--- config.mk ---
export PLATFORM = sky130hd
export DESIGN_NAME = fpd_ctrl
export DESIGN_NICKNAME = d
export VERILOG_FILES = /design/src/design/fpd_pkg.sv /design/src/design/fpd_timer.sv /design/src/design/fpd_ctrl.sv
export SDC_FILE = /design/constraint.sdc
export NUM_CORES = 1
export LEC_CHECK = 0
export BUFFER_PORTS_ARGS = -buffer_cell sky130_fd_sc_hd__buf_2
export CORE_UTILIZATION = 50
export CTS_CLUSTER_DIAMETER = 30
export DETAILED_ROUTE_END_ITERATION = 16
export PLACE_DENSITY = 0.72
export SYNTH_ARGS = -nofsm -noshare
export SYNTH_HDL_FRONTEND = slang
export SYNTH_HIERARCHICAL = 1
export SYNTH_SLANG_ARGS = --single-unit
--- constraint.sdc ---
create_clock -name clock_in -period 3.8 [get_ports clock_in]
set_clock_uncertainty 0.05 [all_clocks]
set_input_delay 0 -clock clock_in [delete_from_list [all_inputs] [get_ports clock_in]]
set_output_delay 0 -clock clock_in [all_outputs]
set_load 0.005 [all_outputs]
--- src/design/fpd_pkg.sv ---
/*
  Shared constants for the fast page mode DRAM module controller: strobe
  timings of the fastest speed grade, address widths and the init figures.
  Assumes a 200 MHz controller clock; every cycle count derives from it.
*/
package fpd_pkg;
  // Clock period in picoseconds.
  localparam int unsigned CLK_PS = 5000;

  // Least times in nanoseconds, fastest grade.
  localparam int unsigned T_RC_NS  = 130;  // Random cycle time.
  localparam int unsigned T_RP_NS  = 50;   // Row strobe precharge.
  localparam int unsigned T_RAS_NS = 70;   // Row strobe pulse width.
  localparam int unsigned T_RAH_NS = 10;   // Row address hold.
  localparam int unsigned T_AR_NS  = 55;   // Column address hold from row strobe.
  localparam int unsigned T_CAS_NS = 20;   // Column strobe pulse width.
  localparam int unsigned T_CAC_NS = 20;   // Access time from column strobe.
  localparam int unsigned T_CWL_NS = 20;   // Write-enable to column strobe lead.
  localparam int unsigned T_CP_NS  = 10;   // Column strobe precharge in page mode.
  localparam int unsigned T_PC_NS  = 50;   // Page mode cycle time.
  localparam int unsigned T_CSR_NS = 10;   // Column strobe set-up for refresh.
  localparam int unsigned T_CHR_NS = 20;   // Column strobe hold for refresh.
  localparam int unsigned T_WRP_NS = 10;   // Write-enable inactive before row strobe.
  localparam int unsigned T_RPC_NS = 10;   // Row precharge to column strobe fall.
  localparam int unsigned T_CPT_NS = 35;   // Column precharge in counter test.
  // Longest times, the least power-up pause, and counts.
  localparam int unsigned T_RASP_NS = 200000;  // Row strobe low in a page burst.
  localparam int unsigned T_PWR_US  = 200;     // Power-up pause.
  localparam int unsigned T_REF_MS  = 16;      // Refresh period.
  localparam int unsigned REF_ROWS  = 1024;    // Rows per refresh period.
  localparam int unsigned INIT_RAS  = 8;       // Row strobe cycles after pause.

  // Least time rounded up to cycles, never below one.
  function automatic int unsigned cyc_min(input int unsigned ns);
    int unsigned c;
    c = (ns * 1000 + CLK_PS - 1) / CLK_PS;
    return (c < 1) ? 1 : c;
  endfunction : cyc_min

  // Longest time rounded down to cycles.
  function automatic int unsigned cyc_max(input int unsigned ns);
    return (ns * 1000) / CLK_PS;
  endfunction : cyc_max

  localparam int unsigned C_RC   = cyc_min(T_RC_NS);
  localparam int unsigned C_RP   = cyc_min(T_RP_NS);
  localparam int unsigned C_RAS  = cyc_min(T_RAS_NS);
  localparam int unsigned C_RAH  = cyc_min(T_RAH_NS);
  localparam int unsigned C_AR   = cyc_min(T_AR_NS);
  localparam int unsigned C_CAS  = cyc_min(T_CAS_NS + T_CAC_NS);
  localparam int unsigned C_CWL  = cyc_min(T_CWL_NS);
  localparam int unsigned C_CP   = cyc_min(T_CPT_NS > T_CP_NS ? T_CPT_NS : T_CP_NS);
  localparam int unsigned C_PC   = cyc_min(T_PC_NS);
  localparam int unsigned C_CSR  = cyc_min(T_CSR_NS + T_WRP_NS);
  localparam int unsigned C_CHR  = cyc_min(T_CHR_NS);
  localparam int unsigned C_RPC  = cyc_min(T_RPC_NS);
  localparam int unsigned C_RASP = cyc_max(T_RASP_NS);
  localparam int unsigned C_PWR  = cyc_min(T_PWR_US * 1000);
  localparam int unsigned C_REFI = cyc_max((T_REF_MS * 1000000) / REF_ROWS);

  // Widths of the module pins.
  localparam int unsigned ADDR_W = 11;
  localparam int unsigned DATA_W = 8;
endpackage : fpd_pkg

--- src/design/fpd_timer.sv ---
/*
  Down-counter that paces the controller states. Loaded with a cycle count,
  it pulses done on the last cycle. Assumes one clock and the shared reset.
*/
`timescale 1ns/1ps
`default_nettype none
module fpd_timer #(
  parameter int unsigned W = 16
) (
  // Clock and reset.
  input  wire logic         clock_in,
  input  wire logic         sys_rst_in,
  // Load and status.
  input  wire logic         load_in,
  input  wire logic [W-1:0] count_in,
  output logic              done_out
);
  // Remaining cycles; zero means idle.
  logic [W-1:0] cnt_q;

  // A load wins over the countdown so a state can restart its wait.
  always_ff @(posedge clock_in or posedge sys_rst_in) begin
    if (sys_rst_in) begin
      cnt_q <= '0;
    end else if (load_in) begin
      cnt_q <= count_in;
    end else if (cnt_q != '0) begin
      cnt_q <= cnt_q - W'(1);
    end
  end

  // Done while the count stands at one, the last cycle of the wait.
  assign done_out = (cnt_q == W'(1));
endmodule : fpd_timer
`default_nettype wire

--- src/design/fpd_ctrl.sv ---
/*
  Host-side controller for an 8-bit fast page mode DRAM module. It sequences
  the power-up pause and eight wake cycles, random and page-mode read and
  early-write cycles, and column-before-row refresh on a fixed interval.
  Assumes the DRAM pins are wired straight to the ports; data lines are split
  into input, output and output enable, resolved outside.
*/
`timescale 1ns/1ps
`default_nettype none
module fpd_ctrl #(
  parameter int unsigned PWR_CYC  = fpd_pkg::C_PWR,
  parameter int unsigned REFI_CYC = fpd_pkg::C_REFI,
  parameter int unsigned RASP_CYC = fpd_pkg::C_RASP
) (
  // Clock and reset.
  input  wire logic                       clock_in,
  input  wire logic                       sys_rst_in,
  // User request side.
  input  wire logic                       req_valid_in,
  input  wire logic                       req_write_in,
  input  wire logic [2*fpd_pkg::ADDR_W-1:0] req_addr_in,
  input  wire logic [fpd_pkg::DATA_W-1:0] req_wdata_in,
  output logic                            req_ready_out,
  output logic                            rd_valid_out,
  output logic [fpd_pkg::DATA_W-1:0]      rd_data_out,
  output logic                            init_done_out,
  // DRAM pins.
  output logic                            ras_n_out,
  output logic                            cas_n_out,
  output logic                            we_n_out,
  output logic [fpd_pkg::ADDR_W-1:0]      addr_out,
  input  wire logic [fpd_pkg::DATA_W-1:0] dq_in,
  output logic [fpd_pkg::DATA_W-1:0]      dq_out,
  output logic                            dq_oe_out
);
  localparam int unsigned AW = fpd_pkg::ADDR_W;
  localparam int unsigned DW = fpd_pkg::DATA_W;
  localparam int unsigned TW = 24;

  // One-hot controller states.
  typedef enum logic [9:0] {
    S_PWR  = 10'h001,  // Power-up pause.
    S_IRAS = 10'h002,  // Wake cycle, row strobe low.
    S_IPRE = 10'h004,  // Wake cycle precharge.
    S_IDLE = 10'h008,  // Waiting for work.
    S_RAH  = 10'h010,  // Row strobe low, row address held.
    S_CASL = 10'h020,  // Column strobe low, access in flight.
    S_CPRE = 10'h040,  // Column precharge inside the page.
    S_RPRE = 10'h080,  // Row precharge after a cycle.
    S_RCSU = 10'h100,  // Refresh: column strobe falls first.
    S_RCHR = 10'h200   // Refresh: row strobe low.
  } fpd_state_t;

  // Registered state of the controller, apart from the timer, the data synchroniser and the kick flop.
  typedef struct packed {
    fpd_state_t    st;
    logic [3:0]    init_cnt;
    logic [TW-1:0] rasp;       // Cycles the row strobe has been low.
    logic [TW-1:0] refi;       // Cycles since the last refresh interval tick.
    logic          ref_due;
    logic          ras_n;
    logic          cas_n;
    logic          we_n;
    logic [AW-1:0] addr;
    logic [DW-1:0] dq;
    logic          dq_oe;
    logic [AW-1:0] row;        // Open row of the page.
    logic [AW-1:0] col;        // Column latched when a request is taken in idle; page-mode takes drive the column straight out.
    logic          wr;         // Current access is a write.
    logic          rd_valid;
    logic [DW-1:0] rd_data;
    logic          init_done;
  } fpd_regs_t;

  fpd_regs_t     q;           // Registered state.
  fpd_regs_t     d;           // Next state.
  logic          t_load;      // Restart the state timer.
  logic [TW-1:0] t_count;     // Cycles for the state timer.
  logic          t_done;      // Last cycle of the wait.
  logic [DW-1:0] dq_s1_q;     // First data synchroniser stage.
  logic [DW-1:0] dq_s2_q;     // Second data synchroniser stage.
  logic          same_row;    // Request hits the open row.
  logic          take;        // Request accepted this cycle.
  logic          pwr_kick_q;  // First cycle after reset; starts the pause.

  fpd_timer #(.W(TW)) u_timer (
    .clock_in   (clock_in),
    .sys_rst_in (sys_rst_in),
    .load_in    (t_load),
    .count_in   (t_count),
    .done_out   (t_done)
  );

  // Read data crosses from the pins through two flops; the access window
  // is stretched to cover the two cycles of synchroniser latency.
  always_ff @(posedge clock_in or posedge sys_rst_in) begin
    if (sys_rst_in) begin
      dq_s1_q <= '0;
      dq_s2_q <= '0;
    end else begin
      dq_s1_q <= dq_in;
      dq_s2_q <= dq_s1_q;
    end
  end

  assign same_row = (req_addr_in[2*AW-1:AW] == q.row);
  // Requests wait while refresh is due so the 16 ms budget holds.
  assign take = req_valid_in && req_ready_out;
  assign req_ready_out = q.init_done && !q.ref_due &&
                         ((q.st == S_IDLE) || ((q.st == S_CPRE) && t_done && same_row &&
                          (q.rasp < TW'(RASP_CYC - fpd_pkg::C_PC))));

  // Next-state logic for the whole controller.
  always_comb begin
    d = q;
    t_load = 1'b0;
    t_count = '0;
    d.rd_valid = 1'b0;
    d.rasp = q.ras_n ? '0 : q.rasp + TW'(1);
    // Refresh interval counter, one row per interval.
    if (q.refi >= TW'(REFI_CYC - 1)) begin
      d.refi = '0;
      d.ref_due = q.init_done;
    end else begin
      d.refi = q.refi + TW'(1);
    end
    case (q.st)
      S_PWR: begin
        // The timer idles out of reset, so the first cycle loads the pause.
        if (pwr_kick_q) begin
          t_load = 1'b1;
          t_count = TW'(PWR_CYC);
        end else if (t_done) begin
          d.st = S_IRAS;
          d.ras_n = 1'b0;
          t_load = 1'b1;
          t_count = TW'(fpd_pkg::C_RAS);
        end
      end
      S_IRAS: begin
        if (t_done) begin
          d.st = S_IPRE;
          d.ras_n = 1'b1;
          d.init_cnt = q.init_cnt + 4'h1;
          t_load = 1'b1;
          // Precharge pads each wake cycle out to the random cycle time.
          t_count = TW'(fpd_pkg::C_RC - fpd_pkg::C_RAS);
        end
      end
      S_IPRE: begin
        if (t_done) begin
          if (q.init_cnt == 4'(fpd_pkg::INIT_RAS)) begin
            d.st = S_IDLE;
            d.init_done = 1'b1;
          end else begin
            d.st = S_IRAS;
            d.ras_n = 1'b0;
            t_load = 1'b1;
            t_count = TW'(fpd_pkg::C_RAS);
          end
        end
      end
      S_IDLE: begin
        if (q.ref_due) begin
          // Write-enable is already high; column strobe leads the row.
          d.st = S_RCSU;
          d.cas_n = 1'b0;
          d.we_n = 1'b1;
          t_load = 1'b1;
          t_count = TW'(fpd_pkg::C_CSR);
        end else if (take) begin
          d.st = S_RAH;
          d.ras_n = 1'b0;
          d.row = req_addr_in[2*AW-1:AW];
          d.col = req_addr_in[AW-1:0];
          d.addr = req_addr_in[2*AW-1:AW];
          d.wr = req_write_in;
          d.we_n = !req_write_in;
          d.dq = req_wdata_in;
          d.dq_oe = req_write_in;
          t_load = 1'b1;
          t_count = TW'(fpd_pkg::C_RAH);
        end
      end
      S_RAH: begin
        if (t_done) begin
          // Column strobe falls on the same edge that puts out the column address,
          // so only the column access time governs the read.
          d.st = S_CASL;
          d.addr = q.col;
          d.cas_n = 1'b0;
          t_load = 1'b1;
          t_count = TW'(fpd_pkg::C_CAS + 2);
        end
      end
      S_CASL: begin
        if (t_done) begin
          // Strobe stays low long enough for write-enable lead and the
          // column address hold from the row strobe.
          d.st = S_CPRE;
          d.cas_n = 1'b1;
          d.rd_valid = !q.wr;
          d.rd_data = dq_s2_q;
          d.dq_oe = 1'b0;
          t_load = 1'b1;
          t_count = TW'(fpd_pkg::C_CP);
        end
      end
      S_CPRE: begin
        if (take) begin
          // Next column of the open page; row strobe stays low.
          d.st = S_CASL;
          d.addr = req_addr_in[AW-1:0];
          d.cas_n = 1'b0;
          d.wr = req_write_in;
          d.we_n = !req_write_in;
          d.dq = req_wdata_in;
          d.dq_oe = req_write_in;
          t_load = 1'b1;
          t_count = TW'(fpd_pkg::C_CAS + 2);
        end else if (t_done) begin
          d.st = S_RPRE;
          d.ras_n = 1'b1;
          d.we_n = 1'b1;
          t_load = 1'b1;
          t_count = TW'(fpd_pkg::C_RC);
        end
      end
      S_RCSU: begin
        if (t_done) begin
          d.st = S_RCHR;
          d.ras_n = 1'b0;
          t_load = 1'b1;
          t_count = TW'(fpd_pkg::C_RAS);
        end
      end
      S_RCHR: begin
        if (t_done) begin
          d.st = S_RPRE;
          d.ras_n = 1'b1;
          d.cas_n = 1'b1;
          d.ref_due = 1'b0;
          t_load = 1'b1;
          t_count = TW'(fpd_pkg::C_RP + fpd_pkg::C_RPC);
        end
      end
      S_RPRE: begin
        if (t_done) begin
          d.st = S_IDLE;
        end
      end
      default: begin
        d.st = S_IDLE;
      end
    endcase
    // A pending interval tick after init always keeps refresh due (set wins).
    if (q.refi >= TW'(REFI_CYC - 1) && q.init_done) begin
      d.ref_due = 1'b1;
    end
  end

  // Register the whole state; reset enters the power pause, whose timer loads on the first cycle after.
  always_ff @(posedge clock_in or posedge sys_rst_in) begin
    if (sys_rst_in) begin
      q <= '{st: S_PWR, ras_n: 1'b1, cas_n: 1'b1, we_n: 1'b1, default: '0};
    end else begin
      q <= d;
    end
  end

  // Kick the power-up pause one cycle after reset release.
  always_ff @(posedge clock_in or posedge sys_rst_in) begin
    if (sys_rst_in) begin
      pwr_kick_q <= 1'b1;
    end else begin
      pwr_kick_q <= 1'b0;
    end
  end

  assign ras_n_out     = q.ras_n;
  assign cas_n_out     = q.cas_n;
  assign we_n_out      = q.we_n;
  assign addr_out      = q.addr;
  assign dq_out        = q.dq;
  assign dq_oe_out     = q.dq_oe;
  assign rd_valid_out  = q.rd_valid;
  assign rd_data_out   = q.rd_data;
  assign init_done_out = q.init_done;

  // Assertions.
  a_early_write_oe: assert property (@(posedge clock_in) disable iff (sys_rst_in)
    $fell(cas_n_out) && !we_n_out |-> dq_oe_out) else $error("write data not driven");
  a_read_we_high: assert property (@(posedge clock_in) disable iff (sys_rst_in)
    !cas_n_out && !q.wr && !ras_n_out |-> we_n_out) else $error("write-enable low in read");
  a_cas_width: assert property (@(posedge clock_in) disable iff (sys_rst_in)
    $fell(cas_n_out) && !ras_n_out |-> !cas_n_out [*4]) else $error("column strobe too short");
  a_row_hold: assert property (@(posedge clock_in) disable iff (sys_rst_in)
    $fell(ras_n_out) && cas_n_out |-> ##1 $stable(addr_out)) else $error("row address not held");
  a_cas_pre: assert property (@(posedge clock_in) disable iff (sys_rst_in)
    $rose(cas_n_out) && !ras_n_out |-> cas_n_out [*7]) else $error("column precharge short");
  a_cbr_lead: assert property (@(posedge clock_in) disable iff (sys_rst_in)
    $fell(cas_n_out) && ras_n_out |-> cas_n_out == 1'b0 [*4] ##0 ras_n_out) else $error("refresh lead short");
  a_cbr_we: assert property (@(posedge clock_in) disable iff (sys_rst_in)
    !cas_n_out && $fell(ras_n_out) |-> we_n_out && $past(we_n_out, 2)) else $error("write-enable low at refresh");
  a_ras_recover: assert property (@(posedge clock_in) disable iff (sys_rst_in)
    $rose(ras_n_out) |-> cas_n_out [*2]) else $error("column fell after row rose");
  a_rasp_bound: assert property (@(posedge clock_in) disable iff (sys_rst_in)
    q.rasp <= TW'(RASP_CYC)) else $error("row strobe low too long");
  a_init_quiet: assert property (@(posedge clock_in) disable iff (sys_rst_in)
    !init_done_out |-> cas_n_out && !req_ready_out) else $error("access before init");
  c_read: cover property (@(posedge clock_in) disable iff (sys_rst_in) rd_valid_out);
  c_write: cover property (@(posedge clock_in) disable iff (sys_rst_in) $fell(cas_n_out) && dq_oe_out);
  c_page: cover property (@(posedge clock_in) disable iff (sys_rst_in) q.st == S_CPRE && take);
  c_refresh: cover property (@(posedge clock_in) disable iff (sys_rst_in) q.st == S_RCHR);
endmodule : fpd_ctrl
`default_nettype wire

==> metrics.txt, run 1 <==
Routed WL=17400 um; Setup-failing EPs final=0; Die X=128 um; Seq pwr share=49.5%; Top Metal Used=met4; overall via count from detail_route=6114; number of flops mapped to enable cells by yosys=0; Worst-path clk slew=0.06 ns; Final HPWL DP=11300 um; Distinct cells, synth=66; largest net degree at the start of global routing=68; clock network fraction of design power=46.7%; Relative slew margins=38.8%; Synth top cells by count=dfrtp_1 (155), nand2_1 (114), nor2_1 (54), a21oi_1 (36), xor2_1 (31); DRC Markers=0; root buffer cell=clkbuf_16; Logic pwr share=3.8%; ranking of synthesized cells by area=dfrtp_1 (49%), nand2_1 (5.4%), xor2_1 (3.4%), mux2_2 (2.8%), xnor2_1 (2.7%); Int Pwr=0.00275 W; switching power=0.000784 W; Yosys top cell area share=49.0%; CP Max Fanout=43; clock period minus worst slack=3.54 ns; Routed met3 length=976 um; Async SR Flop Fraction=100%; Worst Path Required=4.05 ns; # diodes=0; fill cell count=1281; worst hold-check path type=in -> reg; final non-filler cell area=9420 um^2; TritonCTS Buffers=17; Initial Util=51.7%; Syn-to-layout area delta=19.0%; Reg area=4010 um^2; initial drt markers=486; Crit Path Class=reg -> reg; GRT Total Usage=23.3%; post-synthesis register bit count=160; layout cells sized above 1=18.3%; Yosys top cell by area=dfrtp_1; Post-Synthesis Cells=798; placed inst area=8440 um^2; Critical Path End Type=flip-flop; final core occ=61.5%; top-count cell post-synth=dfrtp_1; startpoint types=flip-flop; Max Freq=282 MHz; vias in the first global route=6066; met2 wire length=8320 um; status=completed; nets=962; Longest Clk Path Bufs=2; IO Pins=76; period utilisation layout=93.2%; Synth Area per Inst=9.92 um^2; number of I/O port buffers=75; final worst slack=0.257 ns; hold slack=0.180 ns; Sink Count=160; Hold Violations, Final=0; RSZ-0062 raised after global routing=false; H-tree levels=4; Core Region=15300 um^2; first-pass GRT wire length=29600 um; peak supply drop=0.333 mV; Rows=45; die height=128 um; GR Overflow Total=0; final antenna-violating net count=0; sw frac=22.2%; setup TNS=0 ns; post-synthesis sequential area ratio=50.7%; Setup WS pre-CTS=0.279 ns; final slew viol count=0; initial antenna violation count=0; DR vias/cell=5.38; Ys Warns=6; max_cap viols=0; CTS tree=yes; crit path DAT=3.80 ns; cell area after synthesis=7920 um^2; routed length on met1=7750 um; 1st-pass router iterations=5; power per cell area=376 nW/um^2; placer congestion estimate=0.925; area of the multi-input gates=3550 um^2; DIE AREA=16300 um^2; drt wl/cell=15.3 um; Worst Max-Slew Pin Slew=0.917 ns; Main synth FF type=dfrtp_1; Worst-Skew Late Latency=0.42 ns; P_leak=4.31 nW
[final timing paths]
kind,from,to,slack (ns),cells past startpoint
setup / recovery,u_timer/cnt_q[17],u_timer/cnt_q[11],0.26,10
hold / removal,dq_in[0],dq_s1_q[0],0.18,2
setup reg to reg,u_timer/cnt_q[17],u_timer/cnt_q[11],0.26,10
hold reg to reg,dq_s1_q[3],dq_s2_q[3],0.30,0
max in group asynchronous,sys_rst_in,cas_n_out,2.57,4
min in group asynchronous,sys_rst_in,dq_s1_q[2],0.19,3
[layout by cell type (no fill, tap or decap), types with 22 or more instances in the layout]
cell type,count
conb_1,27
xnor2_1,24
dlygate4sd3_1,40
nor3_1,24
buf_2,75
dfrtp_1,155
o21ai_0,24
inv_1,22
nor2_1,54
nand2_1,114
xor2_1,31
a21oi_1,36
[power groups by stage]
stage	Sequential (W)	Combinational (W)	Clock, W
2_1_floorplan	0.00178	0.0000613	0
3_3_place_gp	0.00178	0.000101	0
3_5_place_dp	0.00178	0.000103	0
4_1_cts	0.00175	0.000134	0.00169
5_1_grt	0.00175	0.000151	0.00176
6_report	0.00175	0.000133	0.00165
[layout make-up]
class / instances / share of cell area (%)
clock buffers: 21 / 5.00
inverters: 23 / 0.970
multi-input cells: 577 / 37.7
flip-flops and latches: 160 / 42.6
clock inverters: 11 / 1.10
well taps: 211 / 2.80
repair buffers: 133 / 9.81
[stage by stage]
stage / instances / power (W)
final: 1136 / 0.00354
after global routing: 1136 / 0.00367
after CTS: 1136 / 0.00357
after detailed placement: 1064 / 0.00189
after global placement: 1064 / 0.00188
after floorplan: 824 / 0.00184
[cells by family (layout without fill, tap and decap cells)]
logic type / count (synthesis) / in the layout / synth area share [%]
compound gates: 136 / 136 / 11.4
xor+xnor: 55 / 55 / 6.09
fa+ha+maj: 8 / 8 / 1.26
buf+inv: 87 / 188 / 5.94
flops: 160 / 160 / 50.7
mux: 21 / 21 / 2.97
other cells: 1 / 27 / 0.0474
simple gates: 330 / 330 / 21.6
[critical path, cell delays in order, from the launching register on]
cell,delay [ns]
dfrtp_1,0.40
or3_4,0.42
or4_4,0.50
nor4_2,0.45
inv_1,0.12
nor4_2,0.32
and4_1,0.28
a21oi_4,0.11
nand4_1,0.19
buf_12,0.22
mux2_2,0.36
[routing by layer]
metal | up-vias | track usage [%]
li1 | 2974 | -
met1 | 2921 | 30.3
met2 | 193 | 37.9
met3 | 26 | 6.05
met4 | 0 | 7.54
met5 | - | 0
[registers in the layout (all words and copies together), names as in the netlist, 8 cells and up]
name / cells
q: 86
u_timer/cnt_q: 24
addr_out: 11
dq_out: 8
dq_s1_q: 8
dq_s2_q: 8
rd_data_out: 8
[what timing repair did]
item,4_1_cts,5_1_grt
hold endpoints to repair,139,0
hold buffers,40,0
resized for setup,0,0
setup buffers,0,0
(Power assumes the default switching activity.)
==> run 2, diff against run 1 <==
ABC_AREA = 1   (was unset)
PLACE_DENSITY = 0.71   (was 0.72)
==> run 2 against run 1 <==
  * Via count up 20%
  * Worst hold slack worse by 0.047 ns
  * Combinational power rose by 71%
  * Register-to-register slack gained 0.08 ns
  * Utilization shrank 0.59 points
  * Synthesized cell count up 40%
==> metrics.txt, run 2 <==
status=completed; fill cell count=1448; DIE AREA=17700 um^2; Relative slew margins=34.9%; Largest stage delay, worst path=0.41 ns; period utilisation layout=91.0%; post-synthesis sequential area ratio=46.8%; Crit Path Class=reg -> reg; number of flops mapped to enable cells by yosys=0; placed inst area=9080 um^2; post-synthesis register bit count=160; GR Overflow Total=0; final core occ=60.9%; WP buf/inv=4; reg2reg setup slack=0.34 ns; reg2reg start=u_timer/cnt_q[19]; Core Region=16600 um^2; Largest Register=q; crit path DAT=3.73 ns; Yosys top cell area share=45.3%; clock period minus worst slack=3.46 ns; setup TNS=0 ns; 1st-pass router iterations=6; path depth of the worst reg2reg path=16; placer congestion estimate=0.915; DR vias/cell=5.01; initial antenna violation count=0; post_cts resized=0; Yosys top cell by area=dfrtp_1; root buffer cell=clkbuf_16; number of I/O port buffers=75; CTS tree=yes; power per cell area=381 nW/um^2; Worst-path clk slew=0.07 ns; most frequent cells in the layout=nand2_1 (291), inv_1 (155), dfrtp_1 (155), nor2_1 (125), buf_2 (75); ranking of synthesized cells by area=dfrtp_1 (45%), nand2_1 (13%), inv_1 (6.8%), nor2_1 (5.5%), o21ai_0 (4.3%); Cells after DPL=1398; Max Freq=289 MHz; max_cap viols=0; Hold Violations, Final=0; startpoint types=flip-flop; Worst Path Required=4.07 ns; overall via count from detail_route=7363; Sink Count=160; P_leak=5.28 nW; largest net degree at the start of global routing=66; initial drt markers=601; layout cells sized above 1=14.9%; final antenna-violating net count=0; drt wl/cell=13.1 um; Routed WL=19200 um; Main synth FF type=dfrtp_1; Worst Max-Slew Pin Slew=0.975 ns; Syn-to-layout area delta=18.2%; Final HPWL DP=12700 um; max FFs per register=86; peak supply drop=0.295 mV; GRT Total Usage=23.0%; Tot Pwr=0.00386 W; Critical Path End Type=flip-flop; final non-filler cell area=10100 um^2; H-tree levels=4; worst hold-check path type=in -> async; slowest stage cell, crit path=dfrtp_1; Worst-Skew Late Latency=0.43 ns; RSZ-0062 raised after global routing=false; Distinct cells, synth=52; IO Pins=76; commonest non-fill, non-tap cell in the layout=nand2_1; Rows=47; Synth top cells by count=nand2_1 (291), inv_1 (156), dfrtp_1 (155), nor2_1 (125), o21ai_0 (73); Setup-failing EPs final=0; DRC Markers=0; TritonCTS Buffers=17; cell area after synthesis=8570 um^2; first-pass GRT wire length=32500 um; Initial Util=51.5%; non-filler cells, final=1471; final slew viol count=0; Die X=133 um; most used cell along the critical path=nand3_1; r2r endpoint=u_timer/cnt_q[16]; Ys Warns=6; top-count cell post-synth=nand2_1; Synth Area per Inst=7.67 um^2; # diodes=0; CP Max Fanout=42; nets=1288; die height=133 um; Longest Clk Path Bufs=2; crit-path cells=nor2_1 -> nand2_1 -> nor2_2 -> nand3_1 -> nor4_2 -> inv_1 -> nor3_4 -> nand3_2 -> o21bai_4 -> nand3_4 -> nand3_1 -> inv_2 -> buf_4 -> or2_2 -> nand3_1 -> inv_1; Top delay family on crit path=simple AND/OR/NAND/NOR gates; vias in the first global route=6825; Post-Synthesis Cells=1117; Async SR Flop Fraction=100%
-- run 2: timing repair --
item	4_1_cts	5_1_grt
setup buffers	0	0
hold buffers	41	0
hold endpoints to repair	139	0
-- run 2: kinds of logic after synthesis --
| kind of cell | synth area share, % |
|---|---|
| compound gates | 9.74 |
| xor+xnor | 0.920 |
| fa+ha+maj | 1.17 |
| buf+inv | 11.0 |
| flops | 46.8 |
| mux | 0.263 |
| other cells | 0.0438 |
| simple gates | 30.1 |
-- run 2: routing by layer --
layer  up-vias  routed length (um)  track usage [%]
met5         -                   0                0
met4         0                 350             7.79
met3        37                 951             5.17
met2       209                9070             36.8
met1      3400                8870             30.8
li1       3717                   -                -
-- run 2: power breakdown --
group          internal [W]  switching [W]  total [W]
clock network       0.00108       0.000781    0.00186
registers           0.00174      0.0000325    0.00178
logic             0.0000920       0.000136   0.000228
total               0.00291       0.000950    0.00386
-- run 2: tightest hold or removal path, stage by stage --
cell	delay, ns
dlygate4sd3_1	0.53
buf_2	0.15
inv_6	0.39
-- run 2: how the worst max path moves through the flow --
stage,from,end,slack (ns),cells after the start
floorplan,sys_rst_in,addr_out[0],0.12,1
global placement,u_timer/cnt_q[19],u_timer/cnt_q[16],0.48,16
detailed placement,u_timer/cnt_q[17],u_timer/cnt_q[13],0.35,16
CTS,u_timer/cnt_q[19],u_timer/cnt_q[17],0.32,17
global route,u_timer/cnt_q[21],u_timer/cnt_q[21],0.02,19
finish,u_timer/cnt_q[19],u_timer/cnt_q[16],0.34,16
-- run 2: metrics by stage --
step	hold slack, ns	setup WS, ns
final	0.133	0.342
after global routing	0.144	0.0183
after CTS	0.138	0.320
after detailed placement	0.0593	0.350
after global placement	0.0573	0.482
after floorplan	-0.0354	0.119
-- run 2: cell type report --
| cell class | instances | area, um^2 | share of cell area [%] |
|---|---|---|---|
| clock inverter | 15 | 216 | 2.14 |
| sequential | 160 | 4010 | 39.6 |
| multi-input combinational | 768 | 3720 | 36.7 |
| clock buffer | 17 | 425 | 4.20 |
| timing repair buffer | 125 | 853 | 8.42 |
| inverter | 166 | 631 | 6.22 |
| tap | 220 | 275 | 2.72 |
